`config.mk`:
```
export PLATFORM = sky130hd
export DESIGN_NAME = dds_select
export DESIGN_NICKNAME = d
export VERILOG_FILES = /design/src/dds_pkg.sv /design/src/dds_wr_arb.sv /design/src/dds_select.sv
export SDC_FILE = /design/constraint.sdc
export NUM_CORES = 1
export LEC_CHECK = 0
export BUFFER_PORTS_ARGS = -buffer_cell sky130_fd_sc_hd__buf_4
export CORE_MARGIN = 3
export CORE_UTILIZATION = 40
export DETAILED_ROUTE_END_ITERATION = 8
export PLACE_DENSITY = 0.76
export SLEW_MARGIN = 0
export SYNTH_ARGS = -nofsm -noshare
export SYNTH_HDL_FRONTEND = slang
export SYNTH_SLANG_ARGS = --single-unit
```
`constraint.sdc`:
```
create_clock -name clk_in -period 3.5 [get_ports clk_in]
set_input_delay 0.175 -clock clk_in [delete_from_list [all_inputs] [get_ports clk_in]]
set_output_delay 0.175 -clock clk_in [all_outputs]
set_load 0.05 [all_outputs]
```
`src/dds_pkg.sv`:
```
// Purpose: shared constants and types for the drive data select block
// Assumes: one 250 MHz clock domain, 3-bit select value
// Notes:   all widths and limits fixed at the documented values
package dds_pkg;

  // ---------------------------------------------------------------
  // value layout
  // ---------------------------------------------------------------
  localparam int DDS_W = 3;
  localparam int DDS_BIT0_POS = 0;
  localparam int DDS_BIT1_POS = 1;
  localparam int DDS_BIT2_POS = 2;
  localparam logic [2:0] DDS_FACTORY = 3'h0;
  localparam logic [2:0] DDS_TORQUE_MAX = 3'h3;
  localparam logic [2:0] DDS_PUSH_MAX = 3'h7;

  // ---------------------------------------------------------------
  // timing
  // ---------------------------------------------------------------
  localparam int DDS_CLK_PERIOD_NS = 4;
  localparam int DDS_WRITE_LATENCY = 1;

  // ---------------------------------------------------------------
  // control states
  // ---------------------------------------------------------------
  typedef enum logic [1:0] {
    DDS_ST_LOAD = 2'b01,
    DDS_ST_RUN  = 2'b10
  } dds_state_t;

  // ---------------------------------------------------------------
  // helpers
  // ---------------------------------------------------------------
  // push-motion accepts the full range, torque limiting only 0..3
  function automatic logic dds_in_range(input logic [2:0] value, input logic push_mode);
    dds_in_range = push_mode ? (value <= DDS_PUSH_MAX) : (value <= DDS_TORQUE_MAX);
  endfunction

  // torque limiting never drives the top select output
  function automatic logic [2:0] dds_pins(input logic [2:0] value, input logic push_mode);
    dds_pins = push_mode ? value : {1'b0, value[DDS_BIT1_POS:DDS_BIT0_POS]};
  endfunction

endpackage

```
`src/dds_wr_arb.sv`:
```
// Purpose: picks one of three write sources and checks its range
// Assumes: all sources are logic on the same clock, no synchronising
// Notes:   fixed priority immediate, then sequence, then fieldbus
`timescale 1ns/1ps
`default_nettype none
module dds_wr_arb
  import dds_pkg::*;
(
  input wire logic imm_wr_in,
  input wire logic [2:0] imm_data_in,
  input wire logic seq_wr_in,
  input wire logic [2:0] seq_data_in,
  input wire logic can_wr_in,
  input wire logic [2:0] can_data_in,
  input wire logic push_mode_in,
  output logic wr_out,
  output logic [2:0] data_out,
  output logic ok_out,
  output logic lost_out
);

  // ---------------------------------------------------------------
  // source selection
  // ---------------------------------------------------------------
  always_comb begin
    wr_out = imm_wr_in | seq_wr_in | can_wr_in;
    data_out = DDS_FACTORY;
    if (imm_wr_in) begin
      data_out = imm_data_in;
    end else if (seq_wr_in) begin
      data_out = seq_data_in;
    end else if (can_wr_in) begin
      data_out = can_data_in;
    end
    ok_out = wr_out & dds_in_range(data_out, push_mode_in);
    // a lower-priority write in the same cycle is dropped, reported as lost
    lost_out = (imm_wr_in & (seq_wr_in | can_wr_in)) | (seq_wr_in & can_wr_in);
  end

endmodule // dds_wr_arb
`default_nettype wire

```
`src/dds_select.sv`:
```
// Overview of operation
// - accept 0..3 in torque limiting mode, 0..7 in push-motion mode
// - at power-up load the saved value, or 0 if none saved
// - writes reach outputs at once; only a save command makes them persistent
// - value read and written from immediate, sequence and fieldbus ports; here those ports only write, the value is read on drive_data_select_out
// - torque limiting drives only select bits zero and one
// - push-motion drives select bits zero through two
// - outputs show the value in plain binary, bit two most significant
// - limiting function active only while its enable parameter is 1
//
// Purpose: holds the drive data select value and drives the select pins
// Assumes: nonvolatile store presents its saved value on plain ports
// Notes:   writes are refused until the power-up restore has completed
`timescale 1ns/1ps
`default_nettype none
module dds_select
  import dds_pkg::*;
(
  input wire logic clk_in,
  input wire logic rst_b_in,
  input wire logic ce_in,
  input wire logic imm_wr_in,
  input wire logic [2:0] imm_data_in,
  input wire logic seq_wr_in,
  input wire logic [2:0] seq_data_in,
  input wire logic can_wr_in,
  input wire logic [2:0] can_data_in,
  input wire logic push_mode_in,
  input wire logic limit_function_enable_in,
  input wire logic save_parameters_cmd_in,
  input wire logic nv_ready_in,
  input wire logic nv_saved_in,
  input wire logic [2:0] nv_value_in,
  output logic [2:0] drive_data_select_out,
  output logic drive_select_bit0_out,
  output logic drive_select_bit1_out,
  output logic drive_select_bit2_out,
  output logic limit_active_out,
  output logic ready_out,
  output logic write_err_out,
  output logic nv_save_out,
  output logic [2:0] nv_save_data_out
);

  // ---------------------------------------------------------------
  // write source arbitration
  // ---------------------------------------------------------------
  logic arb_wr;
  logic [2:0] arb_data;
  logic arb_ok;
  logic arb_lost;

  dds_wr_arb u_arb (
    .imm_wr_in(imm_wr_in),
    .imm_data_in(imm_data_in),
    .seq_wr_in(seq_wr_in),
    .seq_data_in(seq_data_in),
    .can_wr_in(can_wr_in),
    .can_data_in(can_data_in),
    .push_mode_in(push_mode_in),
    .wr_out(arb_wr),
    .data_out(arb_data),
    .ok_out(arb_ok),
    .lost_out(arb_lost)
  );

  // ---------------------------------------------------------------
  // value and control state
  // ---------------------------------------------------------------
  dds_state_t state;
  dds_state_t next_state;
  logic [2:0] value;
  logic [2:0] next_value;
  logic [2:0] pins;
  logic [2:0] next_pins;
  logic limit_active;
  logic next_limit_active;
  logic write_err;
  logic next_write_err;
  logic nv_save;
  logic next_nv_save;
  logic [2:0] nv_save_data;
  logic [2:0] next_nv_save_data;
  logic accept;

  always_comb begin
    next_state = state;
    next_value = value;
    next_write_err = 1'b0;
    next_nv_save = 1'b0;
    next_nv_save_data = nv_save_data;
    accept = 1'b0;
    case (state)
      DDS_ST_LOAD: begin
        // restore waits for the store; the catch is clocked, after reset release
        if (nv_ready_in) begin
          next_value = nv_saved_in ? nv_value_in : DDS_FACTORY;
          next_state = DDS_ST_RUN;
        end
        next_write_err = arb_wr;
      end
      DDS_ST_RUN: begin
        accept = arb_ok;
        if (accept) begin
          next_value = arb_data;
        end
        // out-of-range writes leave the value untouched and flag an error
        next_write_err = (arb_wr & ~arb_ok) | arb_lost;
        // a save in the write cycle stores the freshly written value
        if (save_parameters_cmd_in) begin
          next_nv_save = 1'b1;
          next_nv_save_data = next_value;
        end
      end
      default: begin
        next_state = DDS_ST_LOAD;
        next_value = DDS_FACTORY;
      end
    endcase
    next_pins = dds_pins(next_value, push_mode_in);
    next_limit_active = limit_function_enable_in & (state == DDS_ST_RUN);
  end

  always_ff @(posedge clk_in or negedge rst_b_in) begin
    if (!rst_b_in) begin
      state <= DDS_ST_LOAD;
      value <= DDS_FACTORY;
      pins <= 3'h0;
      limit_active <= 1'b0;
      write_err <= 1'b0;
      nv_save <= 1'b0;
      nv_save_data <= DDS_FACTORY;
    end else if (ce_in) begin
      state <= next_state;
      value <= next_value;
      pins <= next_pins;
      limit_active <= next_limit_active;
      write_err <= next_write_err;
      nv_save <= next_nv_save;
      nv_save_data <= next_nv_save_data;
    end
  end

  // ---------------------------------------------------------------
  // outputs
  // ---------------------------------------------------------------
  assign drive_data_select_out = value;
  assign drive_select_bit0_out = pins[DDS_BIT0_POS];
  assign drive_select_bit1_out = pins[DDS_BIT1_POS];
  assign drive_select_bit2_out = pins[DDS_BIT2_POS];
  assign limit_active_out = limit_active;
  assign ready_out = state[1];
  assign write_err_out = write_err;
  assign nv_save_out = nv_save;
  assign nv_save_data_out = nv_save_data;

  // ---------------------------------------------------------------
  // checks
  // ---------------------------------------------------------------
  range_accept_a: assert property (
    @(posedge clk_in) disable iff (!rst_b_in)
    ce_in && ready_out && arb_wr && !dds_in_range(arb_data, push_mode_in)
    |=> $stable(drive_data_select_out) && write_err_out
  ) else $error("out-of-range write changed the value");

  restore_load_a: assert property (
    @(posedge clk_in) disable iff (!rst_b_in)
    ce_in && !ready_out && nv_ready_in
    |=> ready_out
    && drive_data_select_out == ($past(nv_saved_in) ? $past(nv_value_in) : DDS_FACTORY)
  ) else $error("power-up restore loaded the wrong value");

  write_now_a: assert property (
    @(posedge clk_in) disable iff (!rst_b_in)
    ce_in && ready_out && arb_ok
    |=> drive_data_select_out == $past(arb_data)
  ) else $error("accepted write did not take effect next cycle");

  save_data_a: assert property (
    @(posedge clk_in) disable iff (!rst_b_in)
    ce_in && ready_out && save_parameters_cmd_in
    |=> nv_save_out && nv_save_data_out == drive_data_select_out
  ) else $error("save did not carry the current value");

  imm_first_a: assert property (
    @(posedge clk_in) disable iff (!rst_b_in)
    ce_in && ready_out && imm_wr_in && dds_in_range(imm_data_in, push_mode_in)
    |=> drive_data_select_out == $past(imm_data_in)
  ) else $error("immediate write lost priority");

  torque_pins_a: assert property (
    @(posedge clk_in) disable iff (!rst_b_in)
    ce_in && !push_mode_in |=> !drive_select_bit2_out
  ) else $error("top select output driven in torque limiting");

  push_pins_a: assert property (
    @(posedge clk_in) disable iff (!rst_b_in)
    ce_in && push_mode_in |=> {drive_select_bit2_out, drive_select_bit1_out,
      drive_select_bit0_out} == drive_data_select_out
  ) else $error("select outputs do not match the value");

  limit_gate_a: assert property (
    @(posedge clk_in) disable iff (!rst_b_in)
    ce_in && !limit_function_enable_in |=> !limit_active_out
  ) else $error("limiting active without its enable");

  steady_pins_a: assert property (
    @(posedge clk_in) disable iff (!rst_b_in)
    // pins sampled now came from the previous edge, so that edge must have been enabled
    ce_in && $past(ce_in) && ready_out && !arb_wr && $stable(push_mode_in)
    |=> $stable({drive_select_bit2_out, drive_select_bit1_out, drive_select_bit0_out})
  ) else $error("select outputs changed without a write");

  freeze_a: assert property (
    @(posedge clk_in) disable iff (!rst_b_in)
    !ce_in |=> $stable(drive_data_select_out) && $stable(ready_out)
  ) else $error("state moved while clock enable low");

endmodule // dds_select
`default_nettype wire

```
==> results.yml <==
power:
  p_int_uw: 283.2
  power_frac_seq: 0.356
  clkPwrFrac: 0.249
  power_frac_comb: 0.395
  swShare: 0.3910
  p_leak_uw: 0.0005699
  power_switching_uw: 181.8
  power.density_nw_per_um2: 412.0
  power_uw: 464.9
  ir_worst_vdd_mv: 0.2594
placement:
  place_congestion: 0.7539
  dpl.hpwl_microns: 1777
  placed_area_sq_um: 1082
  placement.io_buffers: 35
setup_path:
  crit_arrival_ns: 1.87
  r2r_start: "state[1]"
  cpLargestDelayFamily: "adder cells"
  r2r_slack_ns: 1.81
  crit_chain: "inv_1 > ha_1 > maj3_1 > o22ai_1 > o41ai_1 > a22o_1"
  cp-start-kind: "flop"
  max_stage_delay_ns: 0.38
  crit_type: "reg2reg"
  path_max_fanout: 8
  crit_buf_inv: 1
  cp-end-kind: "flop"
  reg2reg_to: "write_err_out"
  required_ns: 3.69
  crit_slowest_cell: "dfrtp_1"
  reg2reg_depth: 6
min_path:
  min_from: "nv_value_in[1]"
  whs_path_depth: 2
  min_to: "drive_data_select_out[1]"
  hp-class: "in2reg"
finish:
  fin_area_sq_um: 1129
  syn_to_final_growth_pct: 35.84
  n_fill_cell: 168
  diodes: 0
  drive_gt1_frac: 0.3203
  final_util: 0.6136
  nets: 154
synth:
  avgSynthCellArea_sq_um: 8.933
  syn_area_sq_um: 830.8
  synth_area_leaders: "dfrtp_1 33%, inv_1 4.5%, nand2_1 4.5%"
  ys_seq_elements: 12
  yosys.area.top_type: "dfrtp_1"
  yosys_warnings: 0
  yosysUniqueCellTypes: 38
  synthMostInstantiatedCell: "dfrtp_1"
  async_reset_ff_frac: 1.000
  synth_top_cell_area_share: 0.3313
  seq_area_frac_synth: 0.3630
  synth_cells: 93
  synth_ff_type: "dfrtp_1"
  yosys-top-cells-count: "11 x dfrtp_1, 10 x inv_1, 10 x nand2_1, 7 x nand3_1, 4 x nor2b_1"
  synth_fp_nets: 118
  synth-edff-count: 0
cts:
  clkSinkCount: 12
  postCtsSetupBuffers: 0
  ctsHtreeMaxLevel: 1
  clkLatencyLatePin_ns: 0.29
  cts_made_buffers: 3
  root_buffer: "clkbuf_4"
  cts_tree: "done"
  clkTransAtPathRegs_ns: 0.09
  clockBufferDepth: 2
timing:
  setup_viol: 0
  grt_setup_unrepaired: "false"
  whs_ns: 0.09364
  finalClockSkew_ns: 0.01333
  period_minus_slack_ns: 1.689
  tightest_slew_ns: 0.6897
  tns_ns: 0
  fin_crit_sh: 0.4826
  timing.fmax_ghz: 0.5921
  finalHoldViolCount: 0
  relSlewSlack: 0.5352
  slew_viol_final: 0
route:
  wl_microns: 2218
  vias_per_cell: 5.647
  drt_iter0_drc: 21
  via_count: 864
  wl_per_cell_microns: 14.50
  drtPass1Iterations: 4
  drtAntennaViolNets: 0
  drc: 0
floorplanning:
  die-area_sq_um: 2660
  fp.coreArea_sq_um: 1839
  boundaryPins: 36
  die_y_microns: 51.58
  initial_core_util: 0.4517
  die_w_microns: 51.58
  placement_rows: 15
run_status:
  status: "completed"
grt:
  grt_pass1_wl_microns: 3394
  busiest_layer: "met2"
  grt_overflow_total: 0
  grt_usage: 0.1730
  met2_usage: 0.2966
  grt_antenna_before_repair: 0
  use_met1: 0.2126
  grt_start_max_net_pins: 14
  grt_pass1_vias: 763
  gr-usage-met3: 0.05158
flow_run:
  drv_cap: 0
-- state kept, by name (all words and copies together), names as in the netlist --
name / flops
state: 2
pins: 1
drive_data_select_out: 3
write_err_out: 1
limit_active_out: 1
nv_save_out: 1
nv_save_data_out: 3
-- cell usage in the layout, fill, tap and decap left out, types with 3 or more instances in the layout --
master    netlist  final
buf_4           2     35
dfrtp_1        11     11
inv_1          10     10
nand2_1        10     10
nand3_1         7      7
nor2b_1         4      4
nand3b_1        3      3
a21oi_1         3      3
o211ai_1        3      3
o21ai_0         3      3
clkbuf_4        0      3
-- power groups by stage --
stage / logic (uW) / registers, uW / clock network (uW)
3_5_place_dp: 183 / 168 / 0
3_3_place_gp: 180 / 168 / 0
2_1_floorplan: 65.2 / 225 / 0
6_report: 184 / 165 / 116
5_1_grt: 194 / 167 / 121
4_1_cts: 185 / 166 / 116
-- timing repair --
item,CTS,global route
hold buffers,1,0
gates resized for setup,0,0
endpoints found under the hold margin,12,0
-- per-layer routing --
metal / vias up / routed length (microns)
li1: 416 / -
met1: 410 / 912
met2: 35 / 1137
met3: 3 / 153
met4: 0 / 14
met5: - / 0
-- worst max-delay path by stage --
stage,start,end,slack [ns],cells after the start
final,state[1],write_err_out,1.81,6
after global placement,state[0],drive_data_select_out[0],1.84,5
after global routing,state[1],drive_data_select_out[0],1.69,6
after CTS,state[1],write_err_out,1.82,6
after floorplan,state[1],write_err_out,1.60,6
after detailed placement,state[1],write_err_out,1.82,6
-- final cells by class --
cell class / instances / area, sq um / share of cell area
tap: 25 / 31.28 / 0.02772
timing repair buffer: 36 / 272.8 / 0.2417
clock buffer: 4 / 36.28 / 0.03215
sequential: 12 / 301.5 / 0.2672
multi-input combinational: 66 / 449.2 / 0.3980
inverter: 10 / 37.54 / 0.03326
-- metrics by stage --
| step | setup WS (ns) | cells |
|---|---|---|
| after floorplan | 1.597 | 93 |
| after global placement | 1.843 | 148 |
| after detailed placement | 1.824 | 148 |
| after CTS | 1.819 | 153 |
| after global routing | 1.688 | 153 |
| final | 1.811 | 153 |
-- cell families after synthesis --
kind of cell / share of synthesized area
AO/OA/AOI/OAI: 0.2545
adder cells (fa/ha/maj): 0.04216
AND/OR/NAND/NOR: 0.2440
flip-flops: 0.3630
buffers and inverters: 0.09638
(Power assumes the default switching activity.)
